**src/pmrc_pkg.sv**
```systemverilog
// Package for the power mode and reset controller
package pmrc_pkg;

  // Register byte fields and reset values
  localparam int CKC_WAKE_BIT  = 6;
  localparam int CKC_RC_WATCHDOG_ENABLE_BIT = 5;
  localparam int CKC_WDT_RESET_SELECT_BIT = 4;
  localparam logic [7:0] CKC_RESET = 8'h00;
  localparam logic [7:0] IEH_RESET = 8'h00;
  localparam int IEH_WDT_IRQ_ENABLE_BIT = 1;
  localparam logic [7:0] PFC_RESET = 8'h00;
  localparam int PFC_DIS_BIT  = 0;
  localparam int PFC_PFS_BIT  = 1;
  localparam int PFC_FLAG_BIT = 2;
  localparam logic [7:0] WDM_RESET = 8'h7F;
  localparam logic [7:0] TP_RESET  = 8'hFF;

  // Register offsets (byte addresses)
  localparam logic [3:0] OFS_CKC  = 4'h0;
  localparam logic [3:0] OFS_IEH  = 4'h4;
  localparam logic [3:0] OFS_PFC  = 4'h8;
  localparam logic [3:0] OFS_WDM  = 4'hC;

  // Timing figures
  localparam int CLK_MHZ        = 200;
  localparam int RST_HOLD_OSC   = 8;
  localparam int STARTUP_MS     = 64;
  localparam int STARTUP_REF_KHZ = 4000;
  localparam int STARTUP_EXTRA  = 7;
  localparam int STARTUP_CYC    = STARTUP_MS * STARTUP_REF_KHZ + STARTUP_EXTRA;
  localparam int PF_GLITCH_NS   = 50;
  localparam int PF_CYC         = (PF_GLITCH_NS * CLK_MHZ + 999) / 1000;
  localparam int PSC_DIV        = 2048;
  localparam logic [7:0] BIT_OVF = 8'hFF;

  typedef enum logic [2:0] {
    PM_RUN, PM_STOP, PM_RCSTOP, PM_WAKET, PM_STAB, PM_RESET
  } pmrc_mode_e;

  typedef struct packed {
    logic       stop_exec;
    logic       i_flag;
    logic [7:0] wdata;
  } pmrc_cpu_s;

  typedef struct packed {
    logic cpu_halt;
    logic main_osc_en;
    logic rc_osc_en;
    logic timers_run;
    logic vector_wdt;
    logic vector_irq;
    logic resume;
  } pmrc_ctl_s;

  function automatic logic [7:0] pmrc_inc8(input logic [7:0] v);
    pmrc_inc8 = v + 8'h01;
  endfunction : pmrc_inc8

endpackage : pmrc_pkg

```
**src/pmrc_filter.sv**
```systemverilog
// Qualifies a level: output rises after input held high for a count, falls on the next edge
`timescale 1ns/100ps
`default_nettype none
module pmrc_filter #(
  parameter int COUNT = 8
) (
  // Clock and reset
  input  wire logic mclk,
  input  wire logic rst_n,
  // Level in and qualified level out
  input  wire logic level_in,
  output logic      level_out
);
  typedef struct packed {
    logic [15:0] cnt;
    logic        out;
  } pmrc_flt_s;

  pmrc_flt_s st_q, st_d;

  always_comb begin
    st_d = st_q;
    if (!level_in) begin
      st_d.cnt = 16'h0000;
      st_d.out = 1'b0;
    end else if (st_q.cnt >= 16'(COUNT - 1)) begin
      st_d.out = 1'b1;
    end else begin
      st_d.cnt = st_q.cnt + 16'h0001;
    end
  end

  always_ff @(posedge mclk or negedge rst_n) begin
    if (!rst_n) begin
      st_q <= '0;
    end else begin
      st_q <= st_d;
    end
  end

  assign level_out = st_q.out;
endmodule : pmrc_filter
`default_nettype wire

```
**src/pmrc_wdog.sv**
```systemverilog
// Seven-bit watchdog counter on the RC tick with match flag
`timescale 1ns/100ps
`default_nettype none
module pmrc_wdog (
  // Clock and reset
  input  wire logic       mclk,
  input  wire logic       rst_n,
  // Control
  input  wire logic       rc_tick,
  input  wire logic       clear,
  input  wire logic [6:0] match_val,
  // Flag
  output logic            match
);
  typedef struct packed {
    logic [6:0] cnt;
    logic       match;
  } pmrc_wd_s;

  pmrc_wd_s st_q, st_d;

  always_comb begin
    st_d = st_q;
    st_d.match = 1'b0;
    if (clear) begin
      st_d.cnt = 7'h00;
    end else if (rc_tick) begin
      if (st_q.cnt == match_val) begin
        st_d.match = 1'b1;
        st_d.cnt   = 7'h00;
      end else begin
        st_d.cnt = st_q.cnt + 7'h01;
      end
    end
  end

  always_ff @(posedge mclk or negedge rst_n) begin
    if (!rst_n) begin
      st_q <= '0;
    end else begin
      st_q <= st_d;
    end
  end

  assign match = st_q.match;
endmodule : pmrc_wdog
`default_nettype wire

```
**src/pmrc_top.sv**
```systemverilog
// Power mode, wake-up and reset controller with Avalon-MM registers
`timescale 1ns/100ps
`default_nettype none
// Overview of operation
// - RC stop halts main clock, keeps RC
// - STOP with RC enable, wake select clear, enters RC stop
// - RC stop ends on reset or interrupt
// - Wake with watchdog irq runs its handler
// - Wake with reset select resets the chip
// - Flag clear resumes after STOP, no vector
// - Stop wake waits interval timer 00 to FF
// - Wake timer mode keeps oscillator and timers
// - STOP with wake select enters timer mode
// - Timer period from loaded value, two separate timers
// - Timer mode ends on reset, overflow, interrupt
// - Timer mode exit has no stabilisation wait
// - Port pins keep driving during low power
// - Reset pin low eight periods is recognised
// - Start-up waits 64 ms plus seven periods
// - Reset never touches RAM
// - Power-fail detector on when disable bit clear
// - Low supply over 50 ns flags, may reset
// - Watchdog match raises flag, irq or reset
// - Watchdog counts on RC except in plain stop
// - STOP with wake select and RC enable clear: plain stop
module pmrc_top #(
  parameter int STARTUP_CYCLES = pmrc_pkg::STARTUP_CYC,
  parameter int PSC_DIV        = pmrc_pkg::PSC_DIV,
  parameter int TIMER_W        = 16
) (
  // Clock and reset
  input  wire logic                mclk,
  input  wire logic                rst_n,
  // Avalon-MM slave
  input  wire logic [3:0]          avs_address,
  input  wire logic                avs_read,
  input  wire logic                avs_write,
  input  wire logic [31:0]         avs_writedata,
  input  wire logic [3:0]          avs_byteenable,
  output logic [31:0]              avs_readdata,
  output logic                     avs_waitrequest,
  // Core side
  input  wire pmrc_pkg::pmrc_cpu_s cpu,
  input  wire logic                bit_tick,
  input  wire logic                rc_tick,
  input  wire logic                ext_irq,
  input  wire logic [TIMER_W-1:0]  timer0_period_value,
  input  wire logic [TIMER_W-1:0]  timer2_period_value,
  // Pins and analog
  input  wire logic                reset_pin_n,
  input  wire logic                supply_low,
  // Status and control out
  output pmrc_pkg::pmrc_ctl_s      ctl,
  output pmrc_pkg::pmrc_mode_e     mode,
  output logic                     core_reset,
  output logic                     port_hold
);
  typedef struct packed {
    pmrc_pkg::pmrc_mode_e mode;
    logic [7:0]           ckc;
    logic [7:0]           ieh;
    logic [7:0]           pfc;
    logic [7:0]           wdm;
    logic [31:0]          rdata;
    logic                 ack;
    logic [31:0]          rst_cnt;
    logic [7:0]           bit_cnt;
    logic [11:0]          psc;
    logic [TIMER_W-1:0]   t0;
    logic [TIMER_W-1:0]   t2;
    logic                 wdt_pend;
    logic [2:0]           wake_why;
    pmrc_pkg::pmrc_ctl_s  ctl;
  } pmrc_st_s;

  pmrc_st_s st_q, st_d;

  logic pin_low_q;
  logic pf_low_q;
  logic wd_match;
  logic pf_event;
  logic any_reset;
  logic wake_irq;
  logic stopped;
  logic psc_tick;
  logic hit;

  // Qualified pin reset and power-fail glitch filter
  pmrc_filter #(.COUNT(pmrc_pkg::RST_HOLD_OSC)) u_pin (
    .mclk      (mclk),
    .rst_n     (rst_n),
    .level_in  (!reset_pin_n),
    .level_out (pin_low_q)
  );

  pmrc_filter #(.COUNT(pmrc_pkg::PF_CYC + 1)) u_pf (
    .mclk      (mclk),
    .rst_n     (rst_n),
    .level_in  (supply_low && !st_q.pfc[pmrc_pkg::PFC_DIS_BIT]),
    .level_out (pf_low_q)
  );

  // RC tick drives the counter even while the main clock is gated in RC stop
  pmrc_wdog u_wdog (
    .mclk      (mclk),
    .rst_n     (rst_n),
    .rc_tick   (rc_tick && st_q.ctl.rc_osc_en),
    .clear     (avs_write && !avs_waitrequest && avs_address == pmrc_pkg::OFS_WDM
                && avs_byteenable[0] && avs_writedata[7]),
    .match_val (st_q.wdm[6:0]),
    .match     (wd_match)
  );

  assign pf_event  = pf_low_q && st_q.pfc[pmrc_pkg::PFC_PFS_BIT];
  // Watchdog in reset mode shares the pin reset path
  assign any_reset = pin_low_q || pf_event
                     || (wd_match && st_q.ckc[pmrc_pkg::CKC_WDT_RESET_SELECT_BIT]);
  // Interrupt seen combinationally, no main-clock qualification needed
  assign wake_irq  = ext_irq || wd_match;
  assign stopped   = st_q.mode == pmrc_pkg::PM_STOP || st_q.mode == pmrc_pkg::PM_RCSTOP;
  assign psc_tick  = st_q.psc == 12'(PSC_DIV - 1);
  assign hit       = avs_read || avs_write;

  always_comb begin
    st_d = st_q;
    st_d.ack = hit && !st_q.ack;
    st_d.ctl.vector_wdt = 1'b0;
    st_d.ctl.vector_irq = 1'b0;
    st_d.ctl.resume     = 1'b0;

    // Register access; one wait state per request
    if (avs_write && st_q.ack && avs_byteenable[0]) begin
      unique case (avs_address)
        pmrc_pkg::OFS_CKC: st_d.ckc = avs_writedata[7:0];
        pmrc_pkg::OFS_IEH: st_d.ieh = avs_writedata[7:0];
        pmrc_pkg::OFS_PFC: st_d.pfc[1:0] = avs_writedata[1:0];
        pmrc_pkg::OFS_WDM: st_d.wdm = {1'b0, avs_writedata[6:0]};
        default: ;
      endcase
    end
    if (avs_read && !st_q.ack) begin
      unique case (avs_address)
        pmrc_pkg::OFS_CKC: st_d.rdata = {24'h000000, st_q.ckc};
        pmrc_pkg::OFS_IEH: st_d.rdata = {24'h000000, st_q.ieh};
        pmrc_pkg::OFS_PFC: st_d.rdata = {24'h000000, st_q.pfc};
        pmrc_pkg::OFS_WDM: st_d.rdata = {21'h000000, st_q.mode, st_q.wdm};
        default:           st_d.rdata = 32'h00000000;
      endcase
    end
    // Sticky power-fail flag: set wins over the clear
    if (avs_write && st_q.ack && avs_address == pmrc_pkg::OFS_PFC
        && avs_byteenable[0] && !avs_writedata[pmrc_pkg::PFC_FLAG_BIT]) begin
      st_d.pfc[pmrc_pkg::PFC_FLAG_BIT] = 1'b0;
    end
    if (pf_low_q) begin
      st_d.pfc[pmrc_pkg::PFC_FLAG_BIT] = 1'b1;
    end

    // Prescaler runs at divide 2048 in every mode; timers step only in timer mode
    st_d.psc = psc_tick ? 12'h000 : st_q.psc + 12'h001;
    if (st_q.mode == pmrc_pkg::PM_WAKET && psc_tick) begin
      st_d.t0 = st_q.t0 + TIMER_W'(1);
      st_d.t2 = st_q.t2 + TIMER_W'(1);
    end

    unique case (st_q.mode)
      pmrc_pkg::PM_RUN: begin
        if (cpu.stop_exec) begin
          st_d.t0 = '0;
          st_d.t2 = '0;
          if (st_q.ckc[pmrc_pkg::CKC_WAKE_BIT]) begin
            st_d.mode = pmrc_pkg::PM_WAKET;
          end else if (st_q.ckc[pmrc_pkg::CKC_RC_WATCHDOG_ENABLE_BIT]) begin
            st_d.mode = pmrc_pkg::PM_RCSTOP;
          end else begin
            st_d.mode = pmrc_pkg::PM_STOP;
          end
        end
      end
      pmrc_pkg::PM_STOP, pmrc_pkg::PM_RCSTOP: begin
        if (wake_irq) begin
          st_d.mode     = pmrc_pkg::PM_STAB;
          st_d.bit_cnt  = 8'h00;
          st_d.wdt_pend = wd_match;
        end
      end
      pmrc_pkg::PM_WAKET: begin
        // Period equals the loaded value, 16 bits per timer
        if (st_q.t0 == timer0_period_value || st_q.t2 == timer2_period_value
            || ext_irq || wd_match) begin
          st_d.mode     = pmrc_pkg::PM_RUN;
          st_d.wdt_pend = wd_match;
          st_d.wake_why = 3'h1;
        end
      end
      pmrc_pkg::PM_STAB: begin
        if (bit_tick) begin
          st_d.bit_cnt = pmrc_pkg::pmrc_inc8(st_q.bit_cnt);
          if (st_q.bit_cnt == pmrc_pkg::BIT_OVF) begin
            st_d.mode     = pmrc_pkg::PM_RUN;
            st_d.wake_why = 3'h1;
          end
        end
      end
      pmrc_pkg::PM_RESET: begin
        if (st_q.rst_cnt >= 32'(STARTUP_CYCLES - 1)) begin
          st_d.mode = pmrc_pkg::PM_RUN;
        end else begin
          st_d.rst_cnt = st_q.rst_cnt + 32'h00000001;
        end
      end
      default: st_d.mode = pmrc_pkg::PM_RESET;
    endcase

    // Dispatch after a wake completes
    if (st_q.wake_why != 3'h0) begin
      st_d.wake_why = 3'h0;
      if (!cpu.i_flag) begin
        st_d.ctl.resume = 1'b1;
      end else if (st_q.wdt_pend && !st_q.ckc[pmrc_pkg::CKC_WDT_RESET_SELECT_BIT]
                   && st_q.ieh[pmrc_pkg::IEH_WDT_IRQ_ENABLE_BIT]) begin
        st_d.ctl.vector_wdt = 1'b1;
      end else begin
        st_d.ctl.vector_irq = 1'b1;
      end
      st_d.wdt_pend = 1'b0;
    end

    // Any reset source restarts the start-up count; RAM is outside
    if (any_reset || (st_q.wdt_pend && cpu.i_flag
        && st_q.ckc[pmrc_pkg::CKC_WDT_RESET_SELECT_BIT])) begin
      st_d.mode     = pmrc_pkg::PM_RESET;
      st_d.rst_cnt  = 32'h00000000;
      st_d.ckc      = pmrc_pkg::CKC_RESET;
      st_d.ieh      = pmrc_pkg::IEH_RESET;
      st_d.wdm      = pmrc_pkg::WDM_RESET;
      st_d.pfc[1:0] = pmrc_pkg::PFC_RESET[1:0];
      st_d.wdt_pend = 1'b0;
      st_d.wake_why = 3'h0;
    end

    st_d.ctl.cpu_halt    = st_d.mode != pmrc_pkg::PM_RUN;
    st_d.ctl.main_osc_en = !(st_d.mode == pmrc_pkg::PM_STOP
                             || st_d.mode == pmrc_pkg::PM_RCSTOP);
    st_d.ctl.rc_osc_en   = st_d.mode != pmrc_pkg::PM_STOP;
    st_d.ctl.timers_run  = st_d.mode == pmrc_pkg::PM_WAKET;
  end

  always_ff @(posedge mclk or negedge rst_n) begin
    if (!rst_n) begin
      st_q          <= '0;
      st_q.mode     <= pmrc_pkg::PM_RESET;
      st_q.wdm      <= pmrc_pkg::WDM_RESET;
      st_q.ctl.cpu_halt    <= 1'b1;
      st_q.ctl.main_osc_en <= 1'b1;
      st_q.ctl.rc_osc_en   <= 1'b1;
    end else begin
      st_q <= st_d;
    end
  end

  assign avs_waitrequest = hit && !st_q.ack;
  assign avs_readdata    = st_q.rdata;
  assign ctl             = st_q.ctl;
  assign mode            = st_q.mode;
  assign core_reset      = st_q.mode == pmrc_pkg::PM_RESET;
  // Ports keep their latched levels while low power holds the core
  assign port_hold       = stopped || st_q.mode == pmrc_pkg::PM_WAKET;
endmodule : pmrc_top
`default_nettype wire

```
**config.mk**
```make
export PLATFORM = sky130hd
export DESIGN_NAME = pmrc_top
export DESIGN_NICKNAME = d
export VERILOG_FILES = /design/src/pmrc_pkg.sv /design/src/pmrc_filter.sv /design/src/pmrc_wdog.sv /design/src/pmrc_top.sv
export SDC_FILE = /design/constraint.sdc
export NUM_CORES = 1
export LEC_CHECK = 0
export BUFFER_PORTS_ARGS = -buffer_cell sky130_fd_sc_hd__buf_2
export CORE_MARGIN = 4
export CORE_UTILIZATION = 40
export CTS_CLUSTER_DIAMETER = 100
export CTS_CLUSTER_SIZE = 16
export DETAILED_ROUTE_END_ITERATION = 8
export GPL_ROUTABILITY_DRIVEN = 0
export SETUP_SLACK_MARGIN = 0.5
export SYNTH_ARGS = -nofsm -noshare
export SYNTH_HDL_FRONTEND = slang
export SYNTH_SLANG_ARGS = --single-unit
```
**constraint.sdc**
```tcl
create_clock -name mclk -period 2.4 [get_ports mclk]
set_input_delay 0.48 -clock mclk [delete_from_list [all_inputs] [get_ports mclk]]
set_output_delay 0.48 -clock mclk [all_outputs]
set_load 0.01 [all_outputs]
```
# After elaboration in Yosys (flattened, before gate mapping)
# Index checks and enable logic that the tools add are counted.
[word_totals]
input_bits = 91
reg_bits = 200
word_cells = 182
output_inout_bits = 45
[classes]
n_eq_ne = 27
mux = 54
n_reduce_logical = 62
add_sub_neg = 8
magnitude_cmp = 3
[op_table]
columns = ["cell", "n"]
rows = [
  ["32-bit two-way mux", 6],
  ["16-bit by 1-bit adder with 16-bit output, second input constant", 4],
  ["16-bit two-way mux", 3],
  ["8-bit two-way mux", 6],
  ["11-bit one-hot mux with 4 select lines", 1],
  ["17-bit two-way mux", 2],
  ["32-bit by 1-bit adder with 32-bit output, second input constant", 1],
  ["16-bit == test", 2],
  ["32-bit by 18-bit >= comparator with 1-bit output, second input constant", 1],
  ["3-bit two-way mux", 10],
  ["1-bit logical AND", 20],
  ["10-bit two-way mux", 2],
  ["2-bit nonzero test", 10],
  ["19-bit two-way mux", 1],
  ["16-bit by 3-bit >= comparator with 1-bit output, second input constant", 1],
  ["16-bit by 4-bit >= comparator with 1-bit output, second input constant", 1],
  ["4-bit inequality test, second input constant", 4],
  ["8-bit one-hot mux with 2 select lines", 1],
  ["3-bit one-hot mux with 5 select lines", 1],
  ["7-bit two-way mux", 2],
  ["12-bit by 1-bit adder with 12-bit output, second input constant", 1],
  ["12-bit by 11-bit == test with 1-bit output, second input constant", 1],
  ["3-bit by 2-bit == test with 1-bit output, second input constant", 4],
  ["12-bit two-way mux", 1],
  ["26 further kinds", 68],
]

# Logic depth before layout (Yosys ltp)
[logic_depth]
word_depth = 10
depth_mapped = 7
mapped_depth_nobuf = 7

# Cells and area by module
# A second synthesis with hierarchy kept.
[hier_totals]
hier_cells = 870
hier_area_um2 = 8893.5
[by_module_without_submodules]
columns = ["mod", "n_inst", "area_per_inst_um2", "cells_each", "seq_area_each_um2"]
rows = [
  ["pmrc_top", 1, 7059.3, 723, 3368.2],
  ["pmrc_filter at u_pf", 1, 706.9, 54, 425.4],
  ["pmrc_filter at u_pin", 1, 651.9, 50, 425.4],
  ["pmrc_wdog", 1, 475.5, 43, 200.2],
]

# Worst setup path after synthesis
# OpenSTA, ideal clock, no wires.
[synth_path]
kind = "reg-to-reg"
startpoint = "reg, netlist name mode[0]"
endpoint = "reg st_q[69] (netlist bit)"
arrival_ns = 1.997
slack_ns = 0.325
path_buffers = 1
setup_ns = 0.078
synth_period_minus_slack_ns = 2.075
required_ns = 2.322
stages_incl_launch_ff = 7
cell_sequence = "dfstp_2 -> buf_2 -> and3b_1 -> nand3_1 -> a2111o_1 -> or3_1 -> a21oi_1"
[synth_between]
elab_chain_cells = 3
[synth_rtl]
columns = ["item", "line", "text"]
rows = [
  ["3-bit == test", "n/a", ""],
  ["via core_reset", "pmrc_top.sv:55", "output logic core_reset,"],
  ["2-bit nonzero test (no source line)", "n/a", ""],
  ["2-bit AND reduction (no source line)", "n/a", ""],
  ["end signal, assigned", "pmrc_top.sv:258", "st_q <= st_d;"],
  ["end, declared", "pmrc_top.sv:76", "pmrc_st_s st_q, st_d;"],
]
# The timed path passes the listed nets, and every way through them passes these cells.
# A chain may end at the register's enable or synchronous reset.

# Worst setup path in the final report
[layout_path]
startpoint = "reg, netlist name mode[0]"
endpoint = "reg st_q[77] (netlist bit)"
[layout_between]
elab_chain_cells = 3
[layout_rtl]
columns = ["item", "line", "text"]
rows = [
  ["3-bit == test", "pmrc_top.sv:166", "unique case (st_q.mode)"],
  ["2-bit nonzero test (no source line)", "n/a", ""],
  ["2-bit AND reduction (no source line)", "n/a", ""],
]
# No other way between the ends.

==> results.sh <==
export IMPL_cp_start_kind="flip-flop"
export IMPL_fillers=1979
export IMPL_p_leak_nw=5.030
export IMPL_cts_hold_buf=0
export IMPL_path_delay_family="simple AND/OR/NAND/NOR gates"
export IMPL_rows=54
export IMPL_clock_sinks=176
export IMPL_grt_pass1_vias=6509
export IMPL_worst_ir_drop_vdd_mv=0.3506
export IMPL_drive_gt1_share_pct=27.79
export IMPL_clk_latency_ns=0.42
export IMPL_synthToLayoutAreaGrowth_pct=23.18
export IMPL_ys_ff_latch=176
export IMPL_relSlewSlack_pct=38.79
export IMPL_drt_iter0_markers=348
export IMPL_firstDrtPassIters=4
export IMPL_vias_per_cell=5.221
export IMPL_pre_cts_slack_ns=0.2646
export IMPL_port_buffers=79
export IMPL_slew_violations=0
export IMPL_tritoncts_num_buffers=17
export IMPL_crit_chain="and3b_2 > nand3_4 > a2111o_1 > or3_1 > a21oi_2"
export IMPL_tns_ns=0
export IMPL_layout_nets=1099
export IMPL_skew_ns=0.01002
export IMPL_drcViolationCount=0
export IMPL_clkTransAtPathRegs_ns=0.07
export IMPL_ys_async_sr_fraction_pct=100.0
export IMPL_antenna_found_initial=1
export IMPL_dieWidth_microns=156.6
export IMPL_cp_arrival_ns=2.40
export IMPL_core_area_sq_um=21760
export IMPL_slowest_stage="dfstp_2"
export IMPL_crit_type="flip-flop to flip-flop"
export IMPL_hpwl_microns=13560
export IMPL_cpPeakStageDelay_ns=0.60
export IMPL_die_y_microns=156.6
export IMPL_ys_flop_type="dfrtp_1"
export IMPL_synth_cells=879
export IMPL_crit_required_ns=2.75
export IMPL_worst_pin_slew_ns=0.9112
export IMPL_period_share_pct=85.13
export IMPL_routed_wirelength_microns=20290
export IMPL_max_freq_mhz=489.5
export IMPL_synth_edf_count=0
export IMPL_grt_total_usage_pct=16.25
export IMPL_wl_per_cell_microns=15.70
export IMPL_setup_viol=0
export IMPL_dieArea_sq_um=24520
export IMPL_vias=6746
export IMPL_syn_area_sq_um=8831
export IMPL_root_buffer="clkbuf_16"
export IMPL_h_tree_depth=4
export IMPL_fin_crit_ns=2.043
export IMPL_cts_tree="yes"
export IMPL_grt_setup_unrepaired="true"
export IMPL_seq_area_frac_synth_pct=50.04
export IMPL_start_util_pct=40.59
export IMPL_antenna_left=0
export IMPL_cts_max_path_buffers=2
export IMPL_hold_path_class="primary input to async pin"
export IMPL_status="completed"
export IMPL_yosysWarnings=0
export IMPL_final_hold_viol_count=0
export IMPL_crit_buf_inv=0
export IMPL_grt_pass1_wl_microns=32590
export IMPL_grt_max_degree=57
export IMPL_pin_count=136
export IMPL_grt_overflow=0
export IMPL_powerDensity_nw_per_um2=671.6
export IMPL_maxCapViolCount=0
export IMPL_crit_path_end_kind="flip-flop"
export IMPL_syn_area_per_cell_sq_um=10.05
export IMPL_utilization_pct=50.00
export IMPL_setup_ws_ns=0.3569
export IMPL_yosysUniqueCellTypes=62
export IMPL_crit_path_max_fanout=8
[per-layer routing]
metal / routed length (microns) / vias to the layer above / share of wire [%] / track usage, %
li1: - / 3285 / - / -
met1: 9741 / 3319 / 48 / 23.30
met2: 9540 / 123 / 47 / 25.37
met3: 754 / 19 / 3.7 / 2.793
met4: 248 / 0 / 1.2 / 4.917
met5: 0 / - / 0 / 0
[cells by family (layout without fill, tap and decap cells)]
family                   after synthesis  after routing  share of synthesized area [%]
buffers and inverters                 87            199                          5.540
multiplexers                          30             30                          3.825
XOR/XNOR                              73             73                          7.240
flip-flops                           176            176                          50.04
other                                  1             22                        0.04246
adder cells (fa/ha/maj)               10             10                          1.417
AND/OR/NAND/NOR                      365            365                          21.52
AO/OA/AOI/OAI                        137            137                          10.37
[path summary, 6_finish.rpt]
check,to,startpoint,cells after the start,slack [ns]
worst max-delay path,st_q[77]$_DFFE_PN0P_,mode[0]$_DFF_PN1_,5,0.36
worst min-delay path,st_q[24]$_DFF_PN0_,rst_n,1,0.03
worst max register to register,st_q[77]$_DFFE_PN0P_,mode[0]$_DFF_PN1_,5,0.36
worst min register to register,avs_readdata[10]$_DFFE_PN0P_,avs_readdata[10]$_DFFE_PN0P_,2,0.48
max in group asynchronous,ctl[5]$_DFF_PN1_,rst_n,2,1.67
min in group mclk,ctl[0]$_DFF_PN0_,cpu[8],2,0.28
[metrics by stage]
stage	std cells	hold WS [ns]	area (sq um)	power [mW]
floorplan	899	0.1844	8914	4.131
detailed placement	1217	0.4703	9492	4.419
global route	1292	0.05636	10880	7.698
global placement	1217	0.4590	9492	4.401
CTS	1263	0.04440	10280	7.242
finish	1292	0.03168	10880	7.305
[cell type report]
class                           instances  area, sq um  area share, %
Clock buffer                           18        439.2          4.037
Clock inverter                         14        140.1          1.288
Timing Repair Buffer                  151         1026          9.432
Tap cell                              280        350.3          3.221
Sequential cell                       176         4422          40.65
Multi-Input combinational cell        636         4438          40.80
Inverter                               16        60.06         0.5521
Antenna cell                            1        2.502        0.02300
[state kept, by name, summed over array words and instances (netlist names)]
signal           cells
avs_readdata        11
ctl                  7
mode                 3
st_q               113
u_pf.level_out       1
u_pf.st_q           16
u_pin.level_out      1
u_pin.st_q          16
u_wdog.match         1
u_wdog.st_q          7
[layout by cell type (no fill, tap or decap), types with 27 or more instances in the layout]
cell and count:
dfrtp_1 162, xor2_1 49, o21ai_0 32, nand2_1 64
nand3_1 42, buf_2 77, and2_1 27, mux2i_1 27
nor2_1 77, buf_4 56
[where the power goes]
part | leakage [nW] | internal (mW) | total (mW) | switching (mW)
clock network | 0.279 | 1.41 | 2.72 | 1.30
registers | 2.29 | 3.24 | 3.52 | 0.277
logic | 2.46 | 0.531 | 1.07 | 0.544
[timing repair]
item | 4_1_cts | 5_1_grt
setup buffers | 14 | 24
resized for setup | 24 | 93
pin swaps | 8 | 51
setup endpoints to repair | 38 | 60
gates cloned | 0 | 4
[cell usage after synthesis (4+ instances only)]
| cell | number | area [sq um] |
|---|---|---|
| dfrtp_1 | 164 | 4104 |
| nor2_1 | 81 | 304.0 |
| or3_1 | 21 | 131.4 |
| nand4_1 | 23 | 143.9 |
| buf_2 | 4 | 20.02 |
| nand3b_1 | 6 | 45.04 |
| o21ai_0 | 37 | 185.2 |
| a31oi_1 | 4 | 25.02 |
| o21a_1 | 4 | 30.03 |
| and3_1 | 15 | 93.84 |
| buf_4 | 42 | 315.3 |
| nand3_1 | 45 | 225.2 |
| mux2i_1 | 27 | 270.3 |
| inv_1 | 16 | 60.06 |
| nor4_1 | 20 | 125.1 |
| a21oi_1 | 35 | 175.2 |
| a22o_1 | 10 | 87.58 |
| nor3_1 | 15 | 75.07 |
| a211oi_1 | 5 | 37.54 |
| dfstp_2 | 12 | 315.3 |
| ha_1 | 10 | 125.1 |
| nand2b_1 | 6 | 37.54 |
| nor2b_1 | 15 | 93.84 |
| xnor2_1 | 24 | 210.2 |
| xor2_1 | 49 | 429.2 |
| nand2_1 | 68 | 255.2 |
| and2_1 | 27 | 168.9 |
| clkbuf_1 | 24 | 90.09 |
| and4_1 | 5 | 43.79 |
| o31ai_1 | 8 | 60.06 |
| or4_1 | 6 | 45.04 |
(Power assumes the default switching activity.)
